File: src/verilog/scp_map.vh
// Purpose : Constants for the stepper chopper and protection block.
// Assumes : 50 MHz clock, one winding pair.
// Notes   : Times are given in nanoseconds; cycle counts derive from them.
`ifndef SCP_MAP_VH
`define SCP_MAP_VH
`define SCP_CLK_PERIOD_NS    20
// Off-time levels, selected by the step current ratio.
`define SCP_OFF_HIGH_NS      12000
`define SCP_OFF_MID_NS       8000
`define SCP_OFF_LOW_NS       4000
// Ratio bounds (of an 8-bit ratio) for off-time level choice.
`define SCP_RATIO_HIGH_MIN   8'hB4
`define SCP_RATIO_MID_MIN    8'h5A
`define SCP_DEAD_NS          500
`define SCP_BLANK_NS         1700
`define SCP_OPEN_TRIP_COUNT  2'h3
`define SCP_OPEN_DELAY_NS    2000
// Cycle counts; least times round up.
`define SCP_CYC_UP(ns)       (((ns) + `SCP_CLK_PERIOD_NS - 1) / `SCP_CLK_PERIOD_NS)
`define SCP_OFF_HIGH_CYC     `SCP_CYC_UP(`SCP_OFF_HIGH_NS)
`define SCP_OFF_MID_CYC      `SCP_CYC_UP(`SCP_OFF_MID_NS)
`define SCP_OFF_LOW_CYC      `SCP_CYC_UP(`SCP_OFF_LOW_NS)
`define SCP_DEAD_CYC         `SCP_CYC_UP(`SCP_DEAD_NS)
`define SCP_BLANK_CYC        `SCP_CYC_UP(`SCP_BLANK_NS)
`define SCP_OPEN_DELAY_CYC   `SCP_CYC_UP(`SCP_OPEN_DELAY_NS)
`endif

File: src/verilog/scp_chopper.v
// Purpose : Fixed off-time chopper with synchronous rectification and latched protection.
// Assumes : Comparator levels arrive as asynchronous pins; reset_in is power-on reset.
// Notes   : Analog trip reference is produced by an external converter from the code output.
//
// What this block does
// - Each off period lasts a fixed time counted from the internal clock; only a fault, a short or disable ends it sooner.
// - The off time is one of three levels picked from the present step current ratio.
// - During the off period the off-side switch is turned on for synchronous rectification.
// - A dead time of about 0.5 us separates turning one switch off and its partner on.
// - A sense voltage above the short threshold of about 0.7 V disables both switch outputs.
// - The short fault stays latched until power-on reset.
// - A positive sense voltage seen during an off period flags a coil-open event for it.
// - Coil-open protection engages only after three consecutive off periods with detection.
// - Breakdown shorter than a fixed window is ignored; shutdown needs accumulated time past it.
// - Die temperature above the thermal threshold disables both switch outputs.
// - The trip reference is the external reference scaled by the present step proportion.
// - Sense reaching the trip level resets the drive latch and starts the off period.
// - The current comparator is ignored for a blanking time after each turn-on.
`timescale 1ns/1ps
`include "scp_map.vh"
module scp_chopper #(
   parameter RW        = 8,
   parameter OFF_HIGH  = `SCP_OFF_HIGH_CYC,
   parameter OFF_MID   = `SCP_OFF_MID_CYC,
   parameter OFF_LOW   = `SCP_OFF_LOW_CYC,
   parameter DEAD      = `SCP_DEAD_CYC,
   parameter BLANK     = `SCP_BLANK_CYC,
   parameter OPEN_DLY  = `SCP_OPEN_DELAY_CYC
) (
   input  wire          clk_in,
   input  wire          reset_in,
   input  wire          enable_in,
   input  wire [RW-1:0] step_ratio_in,
   input  wire          trip_cmp_in,
   input  wire          short_cmp_in,
   input  wire          sense_positive_in,
   input  wire          thermal_shutdown_threshold_in,
   output reg           drive_on_out,
   output reg           rectify_on_out,
   output reg  [RW-1:0] trip_current_target_out,
   output reg           short_fault_out,
   output reg           open_fault_out,
   output reg           thermal_fault_out,
   output reg           open_event_out
);
   localparam CW = 16;
   localparam [CW-1:0] C_OFF_H = OFF_HIGH[CW-1:0];
   localparam [CW-1:0] C_OFF_M = OFF_MID[CW-1:0];
   localparam [CW-1:0] C_OFF_L = OFF_LOW[CW-1:0];
   localparam [CW-1:0] C_DEAD  = DEAD[CW-1:0];
   localparam [CW-1:0] C_BLANK = BLANK[CW-1:0];
   localparam [CW-1:0] C_ODLY  = OPEN_DLY[CW-1:0];
   localparam [1:0]    C_OTRIP = `SCP_OPEN_TRIP_COUNT;
   // One-hot states.
   localparam [5:0] S_IDLE  = 6'h01;
   localparam [5:0] S_DEAD1 = 6'h02;
   localparam [5:0] S_BLANK = 6'h04;
   localparam [5:0] S_ON    = 6'h08;
   localparam [5:0] S_DEAD2 = 6'h10;
   localparam [5:0] S_OFF   = 6'h20;

   // ------------------------------------------------------------
   // Input synchronisation
   // ------------------------------------------------------------
   wire [3:0] pins_s;
   scp_sync2 #(.W(4)) u_sync (
      .clk_in   (clk_in),
      .reset_in (reset_in),
      .d_in     ({trip_cmp_in, short_cmp_in, sense_positive_in,
                  thermal_shutdown_threshold_in}),
      .q_out    (pins_s)
   );
   wire trip_s  = pins_s[3];
   wire short_s = pins_s[2];
   wire pos_s   = pins_s[1];
   wire hot_s   = pins_s[0];

   // ------------------------------------------------------------
   // State
   // ------------------------------------------------------------
   reg [5:0]    state_ff;
   reg [5:0]    nxt_state;
   reg [CW-1:0] cnt_ff;
   reg [CW-1:0] nxt_cnt;
   reg [CW-1:0] off_len_ff;
   reg [1:0]    open_run_ff;
   reg [CW-1:0] brk_time_ff;
   reg          seen_pos_ff;
   wire         fault_any = short_fault_out | open_fault_out | thermal_fault_out;
   wire         kill      = fault_any | short_s | hot_s;

   // Off-time level from the ratio of the present step.
   reg [CW-1:0] off_sel;
   always @* begin
      if (step_ratio_in >= `SCP_RATIO_HIGH_MIN)
         off_sel = C_OFF_H;
      else if (step_ratio_in >= `SCP_RATIO_MID_MIN)
         off_sel = C_OFF_M;
      else
         off_sel = C_OFF_L;
   end

   // ------------------------------------------------------------
   // Chopper sequence
   // ------------------------------------------------------------
   always @* begin
      nxt_state = state_ff;
      nxt_cnt   = cnt_ff + 16'h0001;
      case (state_ff)
         S_IDLE: begin
            nxt_cnt = 16'h0000;
            if (enable_in)
               nxt_state = S_DEAD1;
         end
         S_DEAD1: begin
            if (cnt_ff >= C_DEAD - 16'h0001) begin
               nxt_state = S_BLANK;
               nxt_cnt   = 16'h0000;
            end
         end
         S_BLANK: begin
            if (cnt_ff >= C_BLANK - 16'h0001) begin
               nxt_state = S_ON;
               nxt_cnt   = 16'h0000;
            end
         end
         S_ON: begin
            nxt_cnt = 16'h0000;
            if (trip_s)
               nxt_state = S_DEAD2;
         end
         S_DEAD2: begin
            if (cnt_ff >= C_DEAD - 16'h0001) begin
               nxt_state = S_OFF;
               nxt_cnt   = 16'h0000;
            end
         end
         S_OFF: begin
            // Here the timer ends the off period, or kill or disable below end it sooner; sense has no say.
            if (cnt_ff >= off_len_ff - 16'h0001) begin
               nxt_state = S_DEAD1;
               nxt_cnt   = 16'h0000;
            end
         end
         default: begin
            nxt_state = S_IDLE;
            nxt_cnt   = 16'h0000;
         end
      endcase
      if (kill || !enable_in) begin
         nxt_state = S_IDLE;
         nxt_cnt   = 16'h0000;
      end
   end

   wire off_entry = (state_ff == S_DEAD2) && (nxt_state == S_OFF);
   wire off_exit  = (state_ff == S_OFF) && (nxt_state != S_OFF);

   always @(posedge clk_in or posedge reset_in) begin
      if (reset_in) begin
         state_ff                <= S_IDLE;
         cnt_ff                  <= 16'h0000;
         off_len_ff              <= 16'h0001;
         drive_on_out            <= 1'b0;
         rectify_on_out          <= 1'b0;
         trip_current_target_out <= {RW{1'b0}};
      end else begin
         state_ff     <= nxt_state;
         cnt_ff       <= nxt_cnt;
         if (off_entry)
            off_len_ff <= off_sel;
         drive_on_out   <= (nxt_state == S_BLANK) || (nxt_state == S_ON);
         rectify_on_out <= (nxt_state == S_OFF);
         // Converter code follows the step proportion; the analog side scales it.
         trip_current_target_out <= step_ratio_in;
      end
   end

   // ------------------------------------------------------------
   // Protection latches, cleared only by power-on reset
   // ------------------------------------------------------------
   always @(posedge clk_in or posedge reset_in) begin
      if (reset_in) begin
         short_fault_out   <= 1'b0;
         thermal_fault_out <= 1'b0;
         open_fault_out    <= 1'b0;
         open_event_out    <= 1'b0;
         open_run_ff       <= 2'h0;
         brk_time_ff       <= 16'h0000;
         seen_pos_ff       <= 1'b0;
      end else begin
         if (short_s)
            short_fault_out <= 1'b1;
         if (hot_s)
            thermal_fault_out <= 1'b1;
         open_event_out <= 1'b0;
         if (state_ff == S_OFF && pos_s) begin
            seen_pos_ff <= 1'b1;
            // Short surge pulses add little; only sustained breakdown gets past the window.
            if (brk_time_ff != 16'hFFFF)
               brk_time_ff <= brk_time_ff + 16'h0001;
         end
         if (off_exit) begin
            seen_pos_ff <= 1'b0;
            // The last off cycle still counts, so a detection there is not lost to the clear.
            if (seen_pos_ff || pos_s) begin
               open_event_out <= 1'b1;
               if (open_run_ff != C_OTRIP)
                  open_run_ff <= open_run_ff + 2'h1;
            end else begin
               open_run_ff <= 2'h0;
               brk_time_ff <= 16'h0000;
            end
         end
         if (open_run_ff == C_OTRIP && brk_time_ff > C_ODLY)
            open_fault_out <= 1'b1;
      end
   end
endmodule // scp_chopper

File: src/verilog/scp_sync2.v
// Purpose : Two-flop synchroniser for a group of pin levels.
// Assumes : Inputs are asynchronous levels.
// Notes   : The first stage feeds only the second stage.
`timescale 1ns/1ps
module scp_sync2 #(
   parameter W = 1
) (
   input  wire         clk_in,
   input  wire         reset_in,
   input  wire [W-1:0] d_in,
   output wire [W-1:0] q_out
);
   reg [W-1:0] meta_ff;
   reg [W-1:0] sync_ff;
   always @(posedge clk_in or posedge reset_in) begin
      if (reset_in) begin
         meta_ff <= {W{1'b0}};
         sync_ff <= {W{1'b0}};
      end else begin
         meta_ff <= d_in;
         sync_ff <= meta_ff;
      end
   end
   assign q_out = sync_ff;
endmodule // scp_sync2

File: config.mk
export PLATFORM = sky130hd
export DESIGN_NAME = scp_chopper
export DESIGN_NICKNAME = d
export VERILOG_FILES = /design/src/verilog/scp_chopper.v /design/src/verilog/scp_sync2.v
export VERILOG_INCLUDE_DIRS = /design/src /design/src/verilog
export SDC_FILE = /design/constraint.sdc
export NUM_CORES = 1
export LEC_CHECK = 0
export ABC_AREA = 0
export BUFFER_PORTS_ARGS = -buffer_cell sky130_fd_sc_hd__clkbuf_2
export CAP_MARGIN = 20
export CELL_PAD_IN_SITES_DETAIL_PLACEMENT = 1
export CELL_PAD_IN_SITES_GLOBAL_PLACEMENT = 2
export CORE_ASPECT_RATIO = 1.75
export CORE_UTILIZATION = 39
export DETAILED_ROUTE_END_ITERATION = 7
export PLACE_DENSITY_LB_ADDON = 0.1
export SLEW_MARGIN = 20
export SYNTH_ARGS = -nofsm -noshare
export SYNTH_HDL_FRONTEND = slang
export SYNTH_SLANG_ARGS = --single-unit
export TNS_END_PERCENT = 30
File: constraint.sdc
create_clock -name clk_in -period 3.35 [get_ports clk_in]
set_clock_uncertainty 0.05 [all_clocks]
set_input_delay 0.1675 -clock clk_in [delete_from_list [all_inputs] [get_ports clk_in]]
set_output_delay 0.1675 -clock clk_in [all_outputs]
set_load 0.1 [all_outputs]
# Yosys cells after proc, flatten, opt, wreduce, memory -nomap -nowiden
# Cells that the tools add are included.
[op_classes]
add_sub_neg = 4
order_cmp = 6
n_eq_ne = 14
n_mux = 25
bitwise = 4
n_reduce_logical = 11
[ops]
columns = ["operator", "n"]
rows = [
  ["two-way mux 16 bit", 8],
  ["case mux 16 bit (3 select lines)", 1],
  ["two-way mux 6 bit", 7],
  ["case mux 6 bit (6 select lines)", 1],
  ["adder 16 x 1 -> 16 bit (second input constant)", 2],
  ["greater-or-equal comparator 16 bit", 1],
  ["greater-or-equal comparator 16 x 5 -> 1 bit (second input constant)", 1],
  ["greater-or-equal comparator 16 x 7 -> 1 bit (second input constant)", 1],
  ["greater-than comparator 16 x 7 -> 1 bit (second input constant)", 1],
  ["inequality test 16 bit (second input constant)", 1],
  ["subtractor 16 x 1 -> 16 bit (second input constant)", 1],
  ["== test 6 x 3 -> 1 bit (second input constant)", 2],
  ["== test 6 x 4 -> 1 bit (second input constant)", 2],
  ["== test 6 bit (second input constant)", 2],
  ["two-way mux 10 bit", 1],
  ["two-way mux 9 bit", 1],
  ["greater-or-equal comparator 8 x 7 -> 1 bit (second input constant)", 1],
  ["greater-or-equal comparator 8 bit (second input constant)", 1],
  ["== test 6 x 1 -> 1 bit (second input constant)", 1],
  ["== test 6 x 2 -> 1 bit (second input constant)", 1],
  ["== test 6 x 5 -> 1 bit (second input constant)", 1],
  ["inequality test 6 bit (second input constant)", 1],
  ["logical AND 1 bit", 4],
  ["two-way mux 1 bit", 4],
  ["other kinds (11)", 17],
]
[totals]
regBits = 79
inputBits = 15
out_inout_bits = 14
wordCells = 79

# Longest topological paths before layout
# Gate-level depths: netlist (run 1).
[logic_depth]
ltp_word = 9
mapped_depth = 14
mapped_depth_nobuf = 12

# Hierarchy
# Synthesis (run 1) repeated with hierarchy kept, for this count alone.
[unflattened]
hier_cells = 371
hier_area_um2 = 3717.3
[modules_own_cells]
columns = ["module", "instances", "cells_per_inst", "area_each_um2"]
rows = [
  ["scp_chopper", 1, 362, 3513.4],
  ["scp_sync2", 1, 9, 203.9],
]

# Worst setup path after synthesis (run 1)
# Ideal clock, no wire load.
[synth_timing]
path_kind = "flip-flop to flip-flop"
startpoint = "register off_len_ff[4]"
endpoint = "register brk_time_ff[5]"
t_arrival_ps = 2759
setup_slack_ps = 418
stages_incl_launch_ff = 15
period_less_slack_ps = 2932
path_cell_list = "dfrtp_1 > nor3_1 > nand2b_1 > nor2_1 > nand2_1 > and2_1 > ha_1 > nand2_1 > nor4_1 > o311ai_4 > o2111ai_2 > and3_1 > buf_6 > buf_12 > nor2_4"
[synth_between]
elab_chain_len = 8
[synth_lines]
columns = ["element", "line_no", "rtl"]
rows = [
  ["start: declaration", "scp_chopper.v:85", "reg [CW-1:0] off_len_ff;"],
  ["start signal: assignment", "scp_chopper.v:171", "off_len_ff <= off_sel;"],
  ["subtractor 16 x 1 -> 16 bit", "scp_chopper.v:140", "if (cnt_ff >= off_len_ff - 16'h0001) begin"],
  ["greater-or-equal comparator 16 bit", "scp_chopper.v:140", ""],
  ["two-way mux 6 bit", "scp_chopper.v:140", ""],
  ["case mux 6 bit (6 select lines)", "scp_chopper.v:109", "case (state_ff)"],
  ["two-way mux 6 bit", "scp_chopper.v:150", "if (kill || !enable_in) begin"],
  ["inequality test 6 bit", "scp_chopper.v:157", "wire off_exit = (state_ff == S_OFF) && (nxt_state != S_OFF);"],
  ["logical AND 1 bit", "scp_chopper.v:157", ""],
  ["two-way mux 16 bit", "scp_chopper.v:203", "if (off_exit) begin"],
  ["end signal: assignment", "scp_chopper.v:201", "brk_time_ff <= brk_time_ff + 16'h0001;"],
  ["end: declaration", "scp_chopper.v:87", "reg [CW-1:0] brk_time_ff;"],
]
# Every way passes these cells.
# A chain may end at the register's enable or synchronous reset.

# Worst setup path after layout (run 1)
[layout_timing]
startpoint = "register off_len_ff[4]"
endpoint = "register brk_time_ff[12]"
# The elaborated chain is that of the path after synthesis.

==> flow_summary.ini, run 1 <==
[critical_path]
end_kind = register
cp_slowest_cell = dfrtp_1
crit_arrival_ns = 3.10
critPathMaxStageDelay_ns = 0.42
start_kind = register
worstPathRequired_ns = 3.53
path_common_cell = a21oi_1
crit_type = reg -> reg
crit_fanout = 16
path_cells = nor3_1 > nand2b_1 > nor2_1 > nand2_1 > and2_1 > ha_1 > a21oi_1 > o21ai_0 > a21oi_1 > o2111ai_2 > and3_1 > buf_12 > a311oi_2

[yosys]
avgSynthCellArea_um2 = 10.2
syn-instance-count = 374
yosysSeqAreaShare = 0.456
ys.flop_type = dfrtp_1
synth_top_cell_by_area = dfrtp_1
syn_nets = 411
synth_edf_count = 0
yosysUniqueCellTypes = 57
ys_seq_elements = 69
synth_commonest_cells = dfrtp_1 (67), nor2_1 (42), nand2_1 (29), a21oi_1 (24), xor2_1 (24)
synth_top_area_share = 0.442
async_flop_share = 1.00
syn_area_mm2 = 0.00380
synth_area_leaders = dfrtp_1 (44%), ha_1 (7.3%), xor2_1 (5.5%)
synth_most_common_cell = dfrtp_1
yosysWarnings = 0

[timing]
fmax_mhz = 343
finalSetupViolCount = 0
tightest_slew_ns = 0.876
maxSlewViolCount = 0
final.setup.tns_ns = 0
max_slew_margin = 0.410
period_needed_ns = 2.91
whs_ns = 0.210
fin_ws_ns = 0.437
hold_viol_final = 0
fin_crit_sh = 0.869
rsz0062_at_grt = false

[clocking]
clkSlewWorstSetupHoldPaths_ns = 0.06
cts_root_buf = clkbuf_16
post_cts_buffers = 0
clock-sinks = 69
clock_latency_ns = 0.33
htree_levels = 3
numCtsBuffers = 9
clock_path_buffers = 2
tritoncts = yes
cts.hold.buffers_added = 13
cts_resized = 0

[global_routing]
met3_usage = 0.0290
grt_start_max_net_pins = 46
busiest_layer = met2
antenna_found_initial = 0
grtUsageMet2 = 0.382
grt_pass1_wl_um = 15500
grt.total_usage = 0.197
grtUsageMet1 = 0.204
gr-total-overflow = 0
grt_pass1_vias = 3133

[place]
place_hpwl_um = 6820
port_buffers = 28
place_ws_ns = 0.408
gp_congestion = 0.836

[final_layout]
drive_gt1_frac = 0.183
diodes = 0
post-route-util = 0.475
nNetsFinal = 459
syn_to_final_growth_pct = 18.6

[die]
num_rows = 47
die_h_um = 133
dieArea_mm2 = 0.0101
die_w_um = 76.6
design.core.area_mm2 = 0.00947
io_pins = 29
start_util = 0.401

[pwr]
power_mw = 1.88
p_leak_nw = 1.97
powerDensity_mw_per_mm2 = 417
ir_worst_vdd_v = 0.000309

[detailed_routing]
viasPerCell = 5.34
wire_per_inst_um = 16.7
route.detailed.drc = 0
ant_nets = 0
drtIter0Drc = 68
drt-pass1-iter-count = 4
route.vias.total = 2932
wl_um = 9170

[status]
status = complete, no violations

[flow_run]
max_cap_viol_count = 0

[min_path]
min_path_type = in -> reg
## critical path: cells and delay by family, from the launching register on
family	cells	cell delay, ns
adders and majority gates	1	0.28
buffers and inverters	1	0.17
DFF	1	0.42
AOI/OAI and AO/OA	5	0.90
and+or+nand+nor	6	0.99
## where the power goes
part | switching [mW] | total [mW] | internal (mW)
sequential | 0.00359 | 0.847 | 0.844
clock | 0.367 | 0.942 | 0.575
combinational | 0.0661 | 0.0879 | 0.0218
total | 0.437 | 1.88 | 1.44
## metal layers
| metal | vias to the layer above | wire length, um |
|---|---|---|
| met2 | 18 | 5270 |
| li1 | 1427 | - |
| met4 | 0 | 203 |
| met1 | 1473 | 3580 |
| met5 | - | 0 |
| met3 | 14 | 102 |
## stage by stage
stage | cell area [um2] | cells
2_1_floorplan | 3800 | 374
3_3_place_gp | 4080 | 520
3_5_place_dp | 4080 | 520
4_1_cts | 4500 | 549
5_1_grt | 4500 | 549
6_report | 4500 | 549
## cell usage in the layout, fill, tap and decap left out, types with 3 or more instances in the layout
master         instances
dfrtp_1               67
nor2_1                42
nand2_1               29
clkbuf_2              28
a21oi_1               24
xor2_1                24
nand3_1               23
ha_1                  22
dlygate4sd3_1         13
o21ai_0               12
nand4_1               12
inv_1                 10
nor2_4                10
nor3_1                 9
clkbuf_16              9
buf_4                  7
nor2b_1                6
nor4_1                 5
xnor2_1                5
and3_1                 4
nand2b_1               3
and2_1                 3
a211oi_1               3
and4_1                 3
## worst paths after layout
kind	to	cells after the start	startpoint	slack, ns
max in group asynchronous	short_fault_out$_DFFE_PP0P_	4	reset_in	1.87
min reg2reg	u_sync.q_out[2]$_DFF_PP0_	0	u_sync.meta_ff[2]$_DFF_PP0_	0.30
max	brk_time_ff[12]$_DFF_PP0_	13	off_len_ff[4]$_DFFE_PP0P_	0.44
min	state_ff[1]$_DFF_PP0_	3	enable_in	0.21
max reg2reg	brk_time_ff[12]$_DFF_PP0_	13	off_len_ff[4]$_DFFE_PP0P_	0.44
min in group asynchronous	trip_current_target_out[4]$_DFF_PP0_	3	reset_in	0.37
## layout make-up
cell class / count / area (um2)
clock inverter: 6 / 63.8
tap: 122 / 153
sequential: 69 / 1730
inverter: 11 / 41.3
fill: 1123 / 4970
timing repair buffer: 49 / 343
multi-input combinational: 282 / 1940
clock buffer: 10 / 229
## registers in the layout, indices dropped and copies added (netlist names)
signal	flops
rectify_on_out	1
short_fault_out	1
cnt_ff	16
drive_on_out	1
u_sync.q_out	4
open_fault_out	1
seen_pos_ff	1
u_sync.meta_ff	4
brk_time_ff	16
off_len_ff	6
thermal_fault_out	1
open_run_ff	2
open_event_out	1
state_ff	6
trip_current_target_out	8
## logic make-up (layout without fill, tap and decap cells)
| group | Yosys count | count (layout) | synth area share |
|---|---|---|---|
| xor+xnor | 29 | 29 | 0.0669 |
| fa+ha+maj | 22 | 22 | 0.0725 |
| mux | 4 | 4 | 0.0112 |
| flops | 69 | 69 | 0.456 |
| buf+inv | 23 | 76 | 0.0326 |
| simple gates | 164 | 164 | 0.242 |
| compound gates | 63 | 63 | 0.119 |
(Power assumes the default switching activity.)
==> run 2, diff against run 1 <==
- CORE_UTILIZATION: 39 -> 35
- clock period: 3.35 -> 2.3 ns (I/O delays scaled with it)
==> flow_summary.ini, run 2 (same netlist as run 1, synthesis figures left out) <==
[detailed_routing]
drt-pass1-iter-count = 4
wl_um = 10600
drtIter0Drc = 114
ant_nets = 0
route.vias.total = 3093
wire_per_inst_um = 17.8
route.detailed.drc = 0
viasPerCell = 5.20

[timing]
finalSetupViolCount = 41
max_slew_margin = 0.592
hold_viol_final = 0
whs_ns = 0.127
fin_crit_sh = 1.19
rsz0062_at_grt = true
period_needed_ns = 2.73
tightest_slew_ns = 0.604
maxSlewViolCount = 0
fmax_mhz = 367
final.setup.tns_ns = -14.18
fin_ws_ns = -0.428

[final_layout]
reg.largest.list = brk_time_ff (16), cnt_ff (16), trip_current_target_out (8)
syn_to_final_growth_pct = 34.4
final_common_cell = dfrtp_1
layout_common_cells = dfrtp_1 (67), nor2_1 (41), buf_4 (40)
drive_gt1_frac = 0.323
nNetsFinal = 497
diodes = 0
multiInputGateArea_mm2 = 0.00216
regArea_mm2 = 0.00173
nFillCells = 1223

[critical_path]
crit_fanout = 8
r2r-start = off_len_ff[4]$_DFFE_PP0P_
r2r_slack_ns = -0.43
startpoint = off_len_ff[4]$_DFFE_PP0P_
end_kind = register
worstPathRequired_ns = 2.44
crit_arrival_ns = 2.87
start_kind = register
crit_type = reg -> reg

[pwr]
comb_power_share = 0.045
p_leak_nw = 2.27
seqPwrFrac = 0.429
pwr-share-clk = 0.526
power.switching_uw = 636
ir_worst_vdd_v = 0.000353
switching_share = 0.221
p_int_mw = 2.24
powerDensity_mw_per_mm2 = 564

[die]
die_w_um = 80.7
design.core.area_mm2 = 0.0106
die_h_um = 140
start_util = 0.357
io_pins = 29
dieArea_mm2 = 0.0113
num_rows = 50

[global_routing]
grt_pass1_vias = 3432
grt.total_usage = 0.209
grt_pass1_wl_um = 17500
antenna_found_initial = 0
grt_start_max_net_pins = 70
gr-total-overflow = 0

[clocking]
tritoncts = yes
clock_path_buffers = 2
numCtsBuffers = 9
cts_root_buf = clkbuf_16
clock_latency_ns = 0.33
clock-sinks = 69
clkSlewWorstSetupHoldPaths_ns = 0.06
htree_levels = 3

[status]
status = finished with violations
violations = setup timing

[place]
gp_congestion = 0.776
port_buffers = 28
place_hpwl_um = 7850

[min_path]
min-delay-start = enable_in
min_path_type = in -> reg

[flow_run]
max_cap_viol_count = 0
==> run 2: area by class of cell <==
cell class                      instances  area share
Multi-Input combinational cell        282       0.424
Clock buffer                           10      0.0468
Inverter                               11     0.00809
Timing Repair Buffer                   87       0.133
Clock inverter                          6      0.0169
Tap cell                              130      0.0319
Sequential cell                        69       0.339
==> run 2: path summary, 6_finish.rpt <==
kind | end | cells after the start
min in group asynchronous | trip_current_target_out[0]$_DFF_PP0_ | 4
max in group asynchronous | state_ff[0]$_DFF_PP1_ | 4
setup reg to reg | brk_time_ff[15]$_DFF_PP0_ | 13
hold reg to reg | u_sync.q_out[0]$_DFF_PP0_ | 0
hold / removal | state_ff[1]$_DFF_PP0_ | 3
setup / recovery | brk_time_ff[15]$_DFF_PP0_ | 13
==> run 2: power by group through the flow <==
stage / Sequential [mW] / Clock (mW) / Combinational (mW)
after floorplan: 1.31 / 0 / 0.0231
after global placement: 1.25 / 0 / 0.114
after detailed placement: 1.26 / 0 / 0.116
after CTS: 1.23 / 1.54 / 0.134
after global routing: 1.23 / 1.60 / 0.141
final: 1.23 / 1.51 / 0.130
==> run 2: metal layers <==
metal / global-route usage / share of wire / vias to the layer above
met5: 0 / 0 / -
met2: 0.401 / 0.61 / 23
li1: - / - / 1491
met4: 0.0846 / 0.025 / 0
met1: 0.211 / 0.35 / 1562
met3: 0.0374 / 0.015 / 17
==> run 2: metrics by stage <==
stage | instance area, um2 | utilization | total power, mW | worst slack, ns | cells
3_5_place_dp | 4410 | 0.415 | 1.37 | -0.473 | 561
6_report | 5100 | 0.480 | 2.88 | -0.428 | 595
4_1_cts | 5030 | 0.473 | 2.91 | -0.474 | 593
5_1_grt | 5100 | 0.480 | 2.97 | -0.585 | 595
2_1_floorplan | 3850 | - | 1.33 | -0.297 | 374
3_3_place_gp | 4410 | 0.415 | 1.37 | -0.456 | 561
==> run 2: repair_timing <==
action,4_1_cts,5_1_grt
hold buffers,13,0
gates cloned,1,0
gates resized for setup,24,14
hold endpoints to repair,79,0
setup endpoints to repair,41,46
buffers inserted,3,2
pin swaps,28,15
==> run 2: worst max-delay path, cell delays in order, from the launching register on <==
cell	delay, ns
dfrtp_1	0.38
nor3_2	0.20
nand2b_1	0.14
nor2_4	0.15
buf_6	0.14
nand2_4	0.05
ha_4	0.28
nand2_4	0.06
nor4_4	0.37
o311ai_4	0.19
o2111ai_2	0.11
and3_4	0.27
buf_12	0.15
a311oi_2	0.05
